==> config.mk <==
export PLATFORM = sky130hd
export DESIGN_NAME = fpc_ctrl
export DESIGN_NICKNAME = d
export VERILOG_FILES = /design/src/inc/fpc_pkg.sv /design/src/inc/fpc_eng_if.sv /design/src/verilog/fpc_ctrl.sv /design/src/verilog/fpc_op_engine.sv
export SDC_FILE = /design/constraint.sdc
export NUM_CORES = 1
export LEC_CHECK = 0
export BUFFER_PORTS_ARGS = -buffer_cell sky130_fd_sc_hd__buf_2
export CORE_MARGIN = 2
export CORE_UTILIZATION = 35
export DETAILED_ROUTE_END_ITERATION = 12
export PLACE_DENSITY = 0.6
export SLEW_MARGIN = 20
export SYNTH_ARGS = -nofsm -noshare
export SYNTH_HDL_FRONTEND = slang
export SYNTH_SLANG_ARGS = --single-unit
export TNS_END_PERCENT = 100
==> constraint.sdc <==
create_clock -name sys_clk_in -period 6.8 [get_ports sys_clk_in]
set_input_delay 1.36 -clock sys_clk_in [delete_from_list [all_inputs] [get_ports sys_clk_in]]
set_output_delay 1.36 -clock sys_clk_in [all_outputs]
set_load 0.02 [all_outputs]
==> src/inc/fpc_pkg.sv <==
// Behaviour
// - Start accepted only when enabled and unlocked.
// - Start launches operation; hardware clears on finish.
// - Enable bit gates start and undervolt detector.
// - Device reset clears only the enable bit.
// - Fail flag set when operation fails.
// - Undervolt error flag set on low supply during an operation.
// - Undervolt status follows detector while enabled.
// - Flags clear on power-on or code-0000 start.
// - Operation code writable only while disabled.
// - Code 0001 programs word; others no-op/reserved.
// - Code 0011 programs unprotected row.
// - Code 0100 erases unprotected page.
// - Code 0101 erases array if unprotected.
// - Target address names page, row or word.
// - Unlock key register always reads zero.
// - Unused control bits read zero, ignore writes.
// - Program word register reset only at power-on.
// - Row data fetched from source pointer.
// - Page is 1 KB, row 128 bytes.
package fpc_pkg;
  // Register byte offsets; the control and address groups have set/clr/inv aliases
  localparam logic [7:0] FPC_OFS_CTRL = 8'h00;
  localparam logic [7:0] FPC_OFS_KEY = 8'h10;
  localparam logic [7:0] FPC_OFS_ADDR = 8'h20;
  localparam logic [7:0] FPC_OFS_DATA = 8'h30;
  localparam logic [7:0] FPC_OFS_SRC = 8'h40;
  // Alias selector in address bits 3:2
  localparam logic [1:0] FPC_ALIAS_PLAIN = 2'h0;
  localparam logic [1:0] FPC_ALIAS_CLR = 2'h1;
  localparam logic [1:0] FPC_ALIAS_SET = 2'h2;
  localparam logic [1:0] FPC_ALIAS_INV = 2'h3;
  // Control register bit positions
  localparam int FPC_BIT_START = 15;
  localparam int FPC_BIT_EN = 14;
  localparam int FPC_BIT_FAIL = 13;
  localparam int FPC_BIT_UVERR = 12;
  localparam int FPC_BIT_UVACT = 11;
  // Operation codes
  localparam logic [3:0] FPC_OP_NONE = 4'h0;
  localparam logic [3:0] FPC_OP_WORD = 4'h1;
  localparam logic [3:0] FPC_OP_ROW = 4'h3;
  localparam logic [3:0] FPC_OP_PAGE = 4'h4;
  localparam logic [3:0] FPC_OP_CHIP = 4'h5;
  // Erase and program granules in bytes
  localparam logic [31:0] FPC_PAGE_BYTES = 32'h0000_0400;
  localparam logic [31:0] FPC_ROW_BYTES = 32'h0000_0080;
  // Reset values
  localparam logic [31:0] FPC_RST_WORD = 32'h0000_0000;
  localparam logic [3:0] FPC_RST_OP = 4'h0;
  // Default unlock keys, arbitrary values
  localparam logic [31:0] FPC_KEY_FIRST = 32'h5a5a_1234;
  localparam logic [31:0] FPC_KEY_SECOND = 32'ha5a5_8765;
  typedef enum logic [1:0] {
    FPC_LOCKED,
    FPC_HALF,
    FPC_OPEN
  } fpc_unlock_type;
  typedef enum logic [1:0] {
    FPC_ENG_IDLE,
    FPC_ENG_RUN,
    FPC_ENG_DONE
  } fpc_eng_type;
endpackage

==> src/inc/fpc_eng_if.sv <==
// Launch and completion between register file and operation engine
interface fpc_eng_if;
  logic start;
  logic [3:0] opcode;
  logic [31:0] addr;
  logic busy;
  logic finish;
  logic fail;
  modport ctrl (output start, opcode, addr, input busy, finish, fail);
  modport engine (input start, opcode, addr, output busy, finish, fail);
endinterface

==> src/verilog/fpc_ctrl.sv <==
module fpc_ctrl #(
  parameter logic [31:0] KEY_FIRST = fpc_pkg::FPC_KEY_FIRST,
  parameter logic [31:0] KEY_SECOND = fpc_pkg::FPC_KEY_SECOND
) (
  input wire logic sys_clk_in, // System clock, 100 MHz
  input wire logic rst_in, // Power-on reset, async high
  input wire logic dev_rst_in, // Other device reset, sync pulse
  input wire logic [7:0] reg_addr_in, // Register byte address
  input wire logic [31:0] reg_wdata_in, // Register write data
  input wire logic reg_wr_in, // Write strobe
  input wire logic reg_rd_in, // Read strobe
  output logic [31:0] reg_rdata_out, // Read data, cycle after strobe
  input wire logic uv_sense_in, // Low supply comparator, async
  input wire logic [31:0] wp_boundary_in, // Protected below this
  input wire logic flash_done_in, // Array operation finished
  input wire logic flash_fail_in, // Array reports failure
  output logic flash_req_out, // One-cycle array request
  output logic [3:0] flash_op_out, // Requested operation code
  output logic [31:0] flash_addr_out, // Target address
  output logic [31:0] flash_wdata_out, // Word to program
  output logic [31:0] flash_src_out, // Row data source pointer
  output logic busy_out // Operation in flight
);
  import fpc_pkg::*;

  // Control register fields
  logic start_bit;
  logic program_enable;
  logic program_fail_flag;
  logic undervolt_error_flag;
  logic undervolt_active;
  logic [3:0] operation_code;
  // Data registers
  logic [31:0] target_addr;
  logic [31:0] program_word;
  logic [31:0] row_source_pointer;
  // Unlock tracking and synchroniser
  fpc_unlock_type unlock;
  logic uv_meta;
  logic uv_sync;
  // Decode and merge terms
  logic any_access;
  logic ctrl_hit;
  logic addr_hit;
  logic ctrl_wr;
  logic addr_wr;
  logic key_wr;
  logic data_wr;
  logic src_wr;
  logic [31:0] ctrl_word;
  logic [31:0] ctrl_eff;
  logic [31:0] addr_eff;
  logic accept;
  logic clear_start;
  logic [31:0] next_rdata;

  fpc_eng_if eng ();

  // Merge a write with current value per alias window
  function automatic logic [31:0] fpc_merge(
    input logic [1:0] kind,
    input logic [31:0] cur,
    input logic [31:0] wd
  );
    logic [31:0] res;
    res = wd;
    case (kind)
      FPC_ALIAS_CLR: res = cur & ~wd;
      FPC_ALIAS_SET: res = cur | wd;
      FPC_ALIAS_INV: res = cur ^ wd;
      default: res = wd;
    endcase
    return res;
  endfunction

  // Group decode: control and address carry set/clr/inv aliases
  assign any_access = reg_wr_in || reg_rd_in;
  assign ctrl_hit = reg_addr_in[7:4] == FPC_OFS_CTRL[7:4];
  assign addr_hit = reg_addr_in[7:4] == FPC_OFS_ADDR[7:4];
  assign ctrl_wr = reg_wr_in && ctrl_hit;
  assign addr_wr = reg_wr_in && addr_hit;
  assign key_wr = reg_wr_in && reg_addr_in == FPC_OFS_KEY;
  assign data_wr = reg_wr_in && reg_addr_in == FPC_OFS_DATA;
  assign src_wr = reg_wr_in && reg_addr_in == FPC_OFS_SRC;

  // Current control view; unused bits tie to zero
  always_comb begin
    ctrl_word = FPC_RST_WORD;
    ctrl_word[FPC_BIT_START] = start_bit;
    ctrl_word[FPC_BIT_EN] = program_enable;
    ctrl_word[FPC_BIT_FAIL] = program_fail_flag;
    ctrl_word[FPC_BIT_UVERR] = undervolt_error_flag;
    ctrl_word[FPC_BIT_UVACT] = undervolt_active;
    ctrl_word[3:0] = operation_code;
  end

  assign ctrl_eff = fpc_merge(reg_addr_in[3:2], ctrl_word, reg_wdata_in);
  assign addr_eff = fpc_merge(reg_addr_in[3:2], target_addr, reg_wdata_in);

  // Launch needs enable already set and an open unlock window
  // A device reset in the same cycle wins, so no launch slips through
  assign accept = ctrl_wr && ctrl_eff[FPC_BIT_START] && !start_bit
    && program_enable && unlock == FPC_OPEN && !dev_rst_in;
  assign clear_start = accept && operation_code == FPC_OP_NONE;

  // Unlock window: keys must be the two accesses just before start
  always_ff @(posedge sys_clk_in or posedge rst_in) begin
    if (rst_in) begin
      unlock <= FPC_LOCKED;
    end else if (dev_rst_in) begin
      unlock <= FPC_LOCKED;
    end else if (any_access) begin
      if (key_wr && reg_wdata_in == KEY_FIRST) begin
        unlock <= FPC_HALF;
      end else if (key_wr && unlock == FPC_HALF
        && reg_wdata_in == KEY_SECOND) begin
        unlock <= FPC_OPEN;
      end else begin
        unlock <= FPC_LOCKED;
      end
    end
  end

  // Enable bit: the one field every device reset clears
  always_ff @(posedge sys_clk_in or posedge rst_in) begin
    if (rst_in) begin
      program_enable <= 1'b0;
    end else if (dev_rst_in) begin
      program_enable <= 1'b0;
    end else if (clear_start) begin
      program_enable <= 1'b0;
    end else if (ctrl_wr) begin
      program_enable <= ctrl_eff[FPC_BIT_EN];
    end
  end

  // Start bit: set by an accepted launch, dropped on finish
  always_ff @(posedge sys_clk_in or posedge rst_in) begin
    if (rst_in) begin
      start_bit <= 1'b0;
    end else if (accept) begin
      start_bit <= 1'b1;
    end else if (eng.finish) begin
      start_bit <= 1'b0;
    end
  end

  // Fail flag; a finish in the clear cycle still sets it
  always_ff @(posedge sys_clk_in or posedge rst_in) begin
    if (rst_in) begin
      program_fail_flag <= 1'b0;
    end else if (eng.finish && eng.fail) begin
      program_fail_flag <= 1'b1;
    end else if (clear_start) begin
      program_fail_flag <= 1'b0;
    end
  end

  // Supply sense crosses in from analog; two stages before use
  always_ff @(posedge sys_clk_in or posedge rst_in) begin
    if (rst_in) begin
      uv_meta <= 1'b0;
      uv_sync <= 1'b0;
    end else begin
      uv_meta <= uv_sense_in;
      uv_sync <= uv_meta;
    end
  end

  // Detector powered only while enabled
  always_ff @(posedge sys_clk_in or posedge rst_in) begin
    if (rst_in) begin
      undervolt_active <= 1'b0;
    end else begin
      undervolt_active <= program_enable && uv_sync;
    end
  end

  // Low supply during an operation marks possible corruption
  always_ff @(posedge sys_clk_in or posedge rst_in) begin
    if (rst_in) begin
      undervolt_error_flag <= 1'b0;
    end else if (undervolt_active && start_bit) begin
      undervolt_error_flag <= 1'b1;
    end else if (clear_start) begin
      undervolt_error_flag <= 1'b0;
    end
  end

  // Code frozen while enabled so a launch cannot be retargeted
  always_ff @(posedge sys_clk_in or posedge rst_in) begin
    if (rst_in) begin
      operation_code <= FPC_RST_OP;
    end else if (ctrl_wr && !program_enable) begin
      operation_code <= ctrl_eff[3:0];
    end
  end

  // Data registers survive every reset but power-on
  always_ff @(posedge sys_clk_in or posedge rst_in) begin
    if (rst_in) begin
      target_addr <= FPC_RST_WORD;
      program_word <= FPC_RST_WORD;
      row_source_pointer <= FPC_RST_WORD;
    end else begin
      if (addr_wr) begin
        target_addr <= addr_eff;
      end
      if (data_wr) begin
        program_word <= reg_wdata_in;
      end
      if (src_wr) begin
        row_source_pointer <= reg_wdata_in;
      end
    end
  end

  // Read select; key and alias windows read as zero
  always_comb begin
    next_rdata = FPC_RST_WORD;
    if (reg_addr_in == FPC_OFS_CTRL) begin
      next_rdata = ctrl_word;
    end else if (reg_addr_in == FPC_OFS_KEY) begin
      next_rdata = FPC_RST_WORD;
    end else if (reg_addr_in == FPC_OFS_ADDR) begin
      next_rdata = target_addr;
    end else if (reg_addr_in == FPC_OFS_DATA) begin
      next_rdata = program_word;
    end else if (reg_addr_in == FPC_OFS_SRC) begin
      next_rdata = row_source_pointer;
    end else begin
      next_rdata = FPC_RST_WORD;
    end
  end

  // Read data valid only in the cycle after the strobe
  always_ff @(posedge sys_clk_in or posedge rst_in) begin
    if (rst_in) begin
      reg_rdata_out <= FPC_RST_WORD;
    end else if (reg_rd_in) begin
      reg_rdata_out <= next_rdata;
    end else begin
      reg_rdata_out <= FPC_RST_WORD;
    end
  end

  // Engine hookup
  assign eng.start = accept;
  assign eng.opcode = operation_code;
  assign eng.addr = target_addr;

  fpc_op_engine u_engine (
    .sys_clk_in(sys_clk_in),
    .rst_in(rst_in),
    .eng(eng),
    .wp_boundary_in(wp_boundary_in),
    .flash_done_in(flash_done_in),
    .flash_fail_in(flash_fail_in),
    .flash_req_out(flash_req_out),
    .flash_op_out(flash_op_out)
  );

  // Array side sees registered values
  assign flash_addr_out = target_addr;
  assign flash_wdata_out = program_word;
  assign flash_src_out = row_source_pointer;
  assign busy_out = start_bit;

  // Launch refused without enable and unlock
  start_refuse_a: assert property (
    @(posedge sys_clk_in) disable iff (rst_in)
    (ctrl_wr && ctrl_eff[FPC_BIT_START] && !start_bit
      && !(program_enable && unlock == FPC_OPEN)) |=> !start_bit
  ) else $error("start bit set without enable and unlock");

  // Accepted launch shows at once
  start_set_a: assert property (
    @(posedge sys_clk_in) disable iff (rst_in)
    accept |=> start_bit && eng.busy
  ) else $error("accepted launch did not set start bit");

  // Finish drops the start bit
  start_clear_a: assert property (
    @(posedge sys_clk_in) disable iff (rst_in)
    eng.finish |=> !start_bit && !eng.busy
  ) else $error("start bit not cleared on finish");

  // Detector dark while disabled
  uv_gated_a: assert property (
    @(posedge sys_clk_in) disable iff (rst_in)
    !$past(program_enable) |-> !undervolt_active
  ) else $error("undervolt status while detector disabled");

  // Device reset clears the enable only
  dev_reset_a: assert property (
    @(posedge sys_clk_in) disable iff (rst_in)
    dev_rst_in && program_fail_flag |=> !program_enable
      && program_fail_flag
  ) else $error("device reset handling of enable or flags wrong");

  // Failure reported in the flag
  fail_flag_a: assert property (
    @(posedge sys_clk_in) disable iff (rst_in)
    eng.finish && eng.fail |=> program_fail_flag
  ) else $error("failed operation did not set fail flag");

  // Low supply during an operation latched
  uv_error_a: assert property (
    @(posedge sys_clk_in) disable iff (rst_in)
    undervolt_active && start_bit |=> undervolt_error_flag
  ) else $error("undervolt error flag not set");

  // Status tracks the pin within three cycles
  uv_follow_a: assert property (
    @(posedge sys_clk_in) disable iff (rst_in)
    (uv_sense_in && program_enable)[*4] |-> undervolt_active
  ) else $error("undervolt status does not follow supply");

  // Code-0000 launch clears enable and flags
  noop_clear_a: assert property (
    @(posedge sys_clk_in) disable iff (rst_in)
    clear_start |=> !program_enable && !program_fail_flag
      && !undervolt_error_flag
  ) else $error("code 0000 launch did not clear flags");

  // Code frozen while enabled
  op_lock_a: assert property (
    @(posedge sys_clk_in) disable iff (rst_in)
    ctrl_wr && program_enable |=> $stable(operation_code)
  ) else $error("operation code changed while enabled");

  // Key register reads zero
  key_read_a: assert property (
    @(posedge sys_clk_in) disable iff (rst_in)
    reg_rd_in && reg_addr_in == FPC_OFS_KEY |=> reg_rdata_out == 32'h0
  ) else $error("key register read nonzero");

  // Unused control bits read zero
  ctrl_unused_a: assert property (
    @(posedge sys_clk_in) disable iff (rst_in)
    reg_rd_in && reg_addr_in == FPC_OFS_CTRL |=>
      reg_rdata_out[31:16] == 16'h0 && reg_rdata_out[10:4] == 7'h0
  ) else $error("unimplemented control bits read nonzero");

  // Any access in the open window closes it
  unlock_close_a: assert property (
    @(posedge sys_clk_in) disable iff (rst_in)
    unlock == FPC_OPEN && any_access |=> unlock != FPC_OPEN
  ) else $error("unlock window survived an access");
endmodule // fpc_ctrl

==> src/verilog/fpc_op_engine.sv <==
module fpc_op_engine (
  input wire logic sys_clk_in, // System clock
  input wire logic rst_in, // Power-on reset, async high
  fpc_eng_if.engine eng, // Launch and completion
  input wire logic [31:0] wp_boundary_in, // Bytes below are protected
  input wire logic flash_done_in, // Array operation finished
  input wire logic flash_fail_in, // Array reports failure
  output logic flash_req_out, // One-cycle array request
  output logic [3:0] flash_op_out // Code of requested operation
);
  import fpc_pkg::*;
  fpc_eng_type state;
  logic blocked;
  logic real_op;
  logic fail;

  // Protection check on the granule the address names
  always_comb begin
    blocked = 1'b0;
    real_op = 1'b1;
    case (eng.opcode)
      FPC_OP_WORD: blocked = eng.addr < wp_boundary_in;
      FPC_OP_ROW: blocked = (eng.addr & ~(FPC_ROW_BYTES - 32'h1))
        < wp_boundary_in;
      FPC_OP_PAGE: blocked = (eng.addr & ~(FPC_PAGE_BYTES - 32'h1))
        < wp_boundary_in;
      FPC_OP_CHIP: blocked = wp_boundary_in != 32'h0;
      default: real_op = 1'b0;
    endcase
  end

  // Sequence: no-ops and protected targets finish without the array
  always_ff @(posedge sys_clk_in or posedge rst_in) begin
    if (rst_in) begin
      state <= FPC_ENG_IDLE;
      fail <= 1'b0;
      flash_req_out <= 1'b0;
      flash_op_out <= FPC_RST_OP;
    end else begin
      flash_req_out <= 1'b0;
      case (state)
        FPC_ENG_IDLE: begin
          if (eng.start) begin
            fail <= real_op && blocked;
            flash_op_out <= eng.opcode;
            if (real_op && !blocked) begin
              flash_req_out <= 1'b1;
              state <= FPC_ENG_RUN;
            end else begin
              state <= FPC_ENG_DONE;
            end
          end
        end
        FPC_ENG_RUN: begin
          if (flash_done_in) begin
            fail <= flash_fail_in;
            state <= FPC_ENG_DONE;
          end
        end
        default: state <= FPC_ENG_IDLE;
      endcase
    end
  end

  assign eng.busy = state != FPC_ENG_IDLE;
  assign eng.finish = state == FPC_ENG_DONE;
  assign eng.fail = fail;
endmodule // fpc_op_engine

# Word level (Yosys, flattened, before mapping)
# Index checks and enable logic that the tools add are counted.
# totals
register_bits	149
in_bits	80
out_inout_bits	134
elab_cells	119
# op_classes
order_cmp	3
n_eq_ne	20
mux	32
n_bitwise	7
reduce_logical	40
# ops
op	count
two-way mux 32 bit	6
< comparator 32 bit	3
one-hot mux 32 bit (3 select lines)	1
one-hot mux 16 bit (3 select lines)	1
AND 32 bit	1
equality test 32 x 31 -> 1 bit (second input constant)	1
equality test 32 bit (second input constant)	1
inverter 32 bit	1
OR 32 bit	1
nonzero test 32 bit	1
XOR 32 bit	1
logical AND 1 bit	20
AND 16 bit	1
equality test 8 x 6 -> 1 bit (second input constant)	2
OR 16 bit	1
XOR 16 bit	1
two-way mux 1 bit	14
two-way mux 2 bit	7
nonzero test 2 bit	5
equality test 2 bit (second input constant)	4
equality test 4 x 2 -> 1 bit (second input constant)	2
equality test 4 x 3 -> 1 bit (second input constant)	2
equality test 8 x 5 -> 1 bit (second input constant)	1
equality test 8 x 7 -> 1 bit (second input constant)	1
15 further kinds	23

# Depth between registers and ports, before layout
# depth
ltp_word	11
depth_mapped	9
ltp_nobuf	8

# Hierarchy
# From an unflattened synthesis, not the netlist that was laid out.
# unflattened
cells_unflattened	900
hier_area_um2	9629.2
# by_module_without_submodules
mod	n_inst	cells_each	area_each_um2	seq_area_each_um2
fpc_ctrl	1	735	8354.3	3528.4
fpc_op_engine	1	165	1275.0	200.2

# Worst setup path before layout
# Ideal clock, no wire load.
# synth_timing
kind	input to register
start	input reg_wdata_in[15]
end	register u_engine.fail, in the netlist u_engine.eng.fail
setup_ns	0.124
arrival_time_ns	2.775
t_required_ns	6.676
setup_slack_ns	3.901
path_stages	7
n_path_buf	0
cell_sequence	inv_1 ha_1 mux4_2 nand3b_1 or3_1 a211oi_1 a211o_1
# synth_via
elab_chain_cells	10
elab_cells_between_ends	12
cone_classes	1 x eq/ne; 1 x mux; 4 x bitwise; 6 x reduce/logical
# synth_lines
item	line_no	rtl
start, declared	fpc_ctrl.sv:9	input wire logic [31:0] reg_wdata_in,
inverter 32 bit	n/a	
AND 16 bit	fpc_ctrl.sv:68	FPC_ALIAS_CLR: res = cur & ~wd;
one-hot mux 16 bit (3 select lines) (*)	fpc_ctrl.sv:67	case (kind)
logical AND 1 bit (*) (2 in series)	fpc_ctrl.sv:102	assign accept = ctrl_wr && ctrl_eff[FPC_BIT_START] && !start_bit
logical AND 1 bit (*) (3 in series)	fpc_ctrl.sv:103	&& program_enable && unlock == FPC_OPEN && !dev_rst_in;
inequality test 2 bit (no source line) (*)	n/a	
AND reduction 3 bit (no source line) (*)	n/a	
end signal, assigned	fpc_op_engine.sv:44	fail <= real_op && blocked;
end signal, assigned	fpc_op_engine.sv:56	fail <= flash_fail_in;
end, declared	fpc_op_engine.sv:15	logic fail;
# Every way passes the cells marked *; elsewhere a longest branch is shown, timed or not.
# A chain may end at the register's enable or synchronous reset.

# Worst setup path after layout
# layout_timing
start	input reg_addr_in[2]
end	register row_source_pointer[6], in the netlist flash_src_out[6]
# layout_via
elab_chain_cells	2
# layout_lines
item	line_no	rtl
start, declared	fpc_ctrl.sv:8	input wire logic [7:0] reg_addr_in,
equality test 8 x 7 -> 1 bit	fpc_ctrl.sv:84	assign src_wr = reg_wr_in && reg_addr_in == FPC_OFS_SRC;
logical AND 1 bit	fpc_ctrl.sv:84	
end signal, assigned	fpc_ctrl.sv:213	row_source_pointer <= reg_wdata_in;
end, declared	fpc_ctrl.sv:36	logic [31:0] row_source_pointer;
# No other way between the ends.

==> metrics.md <==
| Metric | Value |
|---|---|
| DIE AREA | 26900 um^2 |
| Required time at the endpoint of the critical path | 7.09 ns |
| Final setup violating endpoints | 0 |
| Share of synthesized area occupied by flip-flops and latches | 41.6% |
| Mapped Avg Cell Area | 10.2 um^2 |
| Area used by sequential logic in the layout | 3730 um^2 |
| Vias in the first global route | 7271 |
| I/O pin count | 214 |
| TritonCTS clock tree | yes |
| Proportion of power drawn by the clock network | 34.6% |
| # nets final | 1269 |
| Post-detailed-route count of antenna-violating nets | 0 |
| DRC marker count from the first detailed-route iteration | 767 |
| Detailed placer's ending HPWL | 20900 um |
| Clock Root Buffer | clkbuf_16 |
| Logic gate share of total power | 26.0% |
| Reported leakage power | 5.72 nW |
| Effective utilization at floorplan | 35.6% |
| H-tree depth | 4 |
| Global route total overflow | 0 |
| Post-route insts no fill | 1427 |
| Cts hold-fix bufs | 0 |
| Post-CTS Repair Setup Buffers | 0 |
| Total number of vias | 7616 |
| Clk sinks | 149 |
| Wire length of the first global-routing pass | 42900 um |
| Overall routed net length | 28600 um |
| Class of the most critical hold timing path | reg -> reg |
| Cell count after synthesis | 881 |
| P&R area growth vs syn | 22.7% |
| Antenna violations before repair | 2 |
| Fraction of layout cells with a size suffix above 1 | 29.6% |
| Fmax | 255 MHz |
| Pwr dens | 265 nW/um^2 |
| Max capacitance violation total | 0 |
| Setup TNS | 0 ns |
| Final slew viol count | 0 |
| Cell count after placement | 1393 |
| Mean routed wirelength per cell | 20.1 um |
| Count of TritonRoute iterations in the first routing pass | 7 |
| Worst clock skew on the final layout | 0.0116 ns |
| Data arrival time of the worst path | 4.21 ns |
| Clock slew at reported path FFs | 0.07 ns |
| Die width | 164 um |
| Port Buf Inserts | 213 |
| Transition time at the pin with the least slew margin | 0.974 ns |
| Final worst-path cycle share | 57.7% |
| Ys Warns | 0 |
| Later-pin clock latency in the skew report | 0.43 ns |
| Portion of total power attributed to sequential cells | 39.4% |
| Worst Setup Start Kind | input port |
| Post-synth top flop | dfrtp_1 |
| Share of synthesized registers carrying an async set or reset | 100% |
| Switching share of power | 34.7% |
| Maximum clock insertion buffer count | 2 |
| Maximum number of pins on one net before global-route repair | 87 |
| Final Hold Viols | 0 |
| Post_cts resized | 0 |
| Type of the worst setup path | in -> reg |
| Number of storage elements in the synthesis netlist | 149 |
| Number of CTS-inserted buffers | 17 |
| DIE HEIGHT | 164 um |
| CP Capture Type | register |
| Result of the run | finished, final reports clean |
| Syn nets | 1068 |
| Min Tclk post-route | 3.92 ns |
| Largest fanout on the critical path | 48 |
| Unique masters post-synth | 45 |
| Max-slew headroom at the worst pin | 34.5% |
| GP Congestion | 0.802 |
| Global Route Usage Sum | 21.5% |
| Post-synth EDFFs | 0 |
| Number of fillers in the final layout | 2440 |
| Core Box Area | 25200 um^2 |
| Synth Cell Area | 8960 um^2 |
| Switch Pwr | 1.01 mW |
| Number of cell rows | 58 |
| Worst hold slack | 0.362 ns |
| VDD IR max | 0.143 mV |
| Ratio of routed vias to standard cells | 5.34 |
| DR DRC count | 0 |
| RSZ-0062 raised after global routing | no |
| Internal cell power | 1.90 mW |
| Multi-input gate area | 4550 um^2 |
-- registers in the layout (all words and copies together) (netlist names) --
name                    cells
u_engine.state              2
uv_sync                     1
reg_rdata_out              32
u_engine.eng.fail           1
eng.opcode                  4
flash_addr_out             32
busy_out                    1
flash_wdata_out            32
undervolt_active            1
u_engine.flash_op_out       4
flash_src_out              32
uv_meta                     1
undervolt_error_flag        1
program_enable              1
u_engine.flash_req_out      1
program_fail_flag           1
unlock                      2
-- final timing paths --
path | start | cells after the start | to | slack (ns)
setup reg to reg | flash_addr_out[31] | 6 | u_engine.eng.fail | 4.30
hold reg to reg | uv_meta | 0 | uv_sync | 0.36
setup / recovery | reg_addr_in[2] | 9 | flash_src_out[6] | 2.88
max in group asynchronous | rst_in | 3 | flash_addr_out[24] | 4.38
hold / removal | uv_meta | 0 | uv_sync | 0.36
min in group asynchronous | rst_in | 2 | reg_rdata_out[7] | 1.08
-- cells in the mapped netlist (8+ instances only) --
master | count | area share (%)
inv_1 | 143 | 6.0
nand2_1 | 101 | 4.2
nor4_1 | 16 | 1.1
nand4_1 | 9 | 0.63
mux2_2 | 25 | 3.1
nor2_1 | 45 | 1.9
mux4_2 | 37 | 9.3
o21ai_0 | 93 | 5.2
ha_1 | 107 | 15
nand3_1 | 8 | 0.45
a222oi_1 | 32 | 3.6
a21oi_1 | 23 | 1.3
clkbuf_1 | 29 | 1.2
buf_2 | 8 | 0.45
dfrtp_1 | 149 | 42
-- power groups by stage --
stage	clock network (mW)	logic (mW)	registers [mW]
2_1_floorplan	0	0.409	1.20
3_3_place_gp	0	0.725	1.16
3_5_place_dp	0	0.760	1.16
4_1_cts	1.02	0.766	1.15
5_1_grt	1.06	0.853	1.17
6_report	1.01	0.759	1.15
-- per-layer routing --
metal	wire length, um	vias up	part of all wire (%)	global-route usage (%)
met5	13	-	0.045	0
li1	-	3510	-	-
met2	13600	290	47	34.8
met4	696	2	2.4	7.89
met3	2030	45	7.1	4.97
met1	12300	3769	43	28.0
-- logic make-up after synthesis --
group,share of synthesized area (%)
adder cells (fa/ha/maj),14.9
AND/OR/NAND/NOR,10.6
multiplexers,12.4
buffers and inverters,7.90
flip-flops,41.6
AO/OA/AOI/OAI,12.5
-- final cells by class --
| cell class | instances | area share (%) |
|---|---|---|
| antenna | 2 | 0.0455 |
| multi-input combinational | 549 | 41.4 |
| timing repair buffer | 222 | 10.3 |
| tap | 330 | 3.76 |
| clock buffer | 19 | 4.12 |
| clock inverter | 13 | 1.56 |
| sequential | 149 | 33.9 |
| inverter | 143 | 4.93 |
-- through the flow --
step                setup slack (ns)  area, um^2  total power [mW]  utilization (%)
floorplan                       1.43        8960              1.61                -
global placement                2.52       10400              1.89             41.1
detailed placement              2.43       10400              1.92             41.1
CTS                             2.89       11000              2.94             43.6
global route                    2.68       11000              3.08             43.6
finish                          2.88       11000              2.92             43.7
-- worst max-delay path, cell delays in order --
cell and delay (ns):
buf_2 0.10, buf_4 0.32, nor4_4 0.33, and4b_1 0.83, buf_4 0.40, nand2_2 0.25, buf_4 0.37, nand2_1 0.13
o21ai_0 0.09
-- layout by cell type, fill, tap and decap left out, types with 25 or more instances in the layout --
cell / count
ha_1: 107
dfrtp_1: 149
nor2_1: 44
a222oi_1: 32
mux4_2: 37
buf_2: 213
nand2_1: 99
mux2_2: 25
o21ai_0: 92
inv_1: 142
Power figures use the tool's default switching activity.
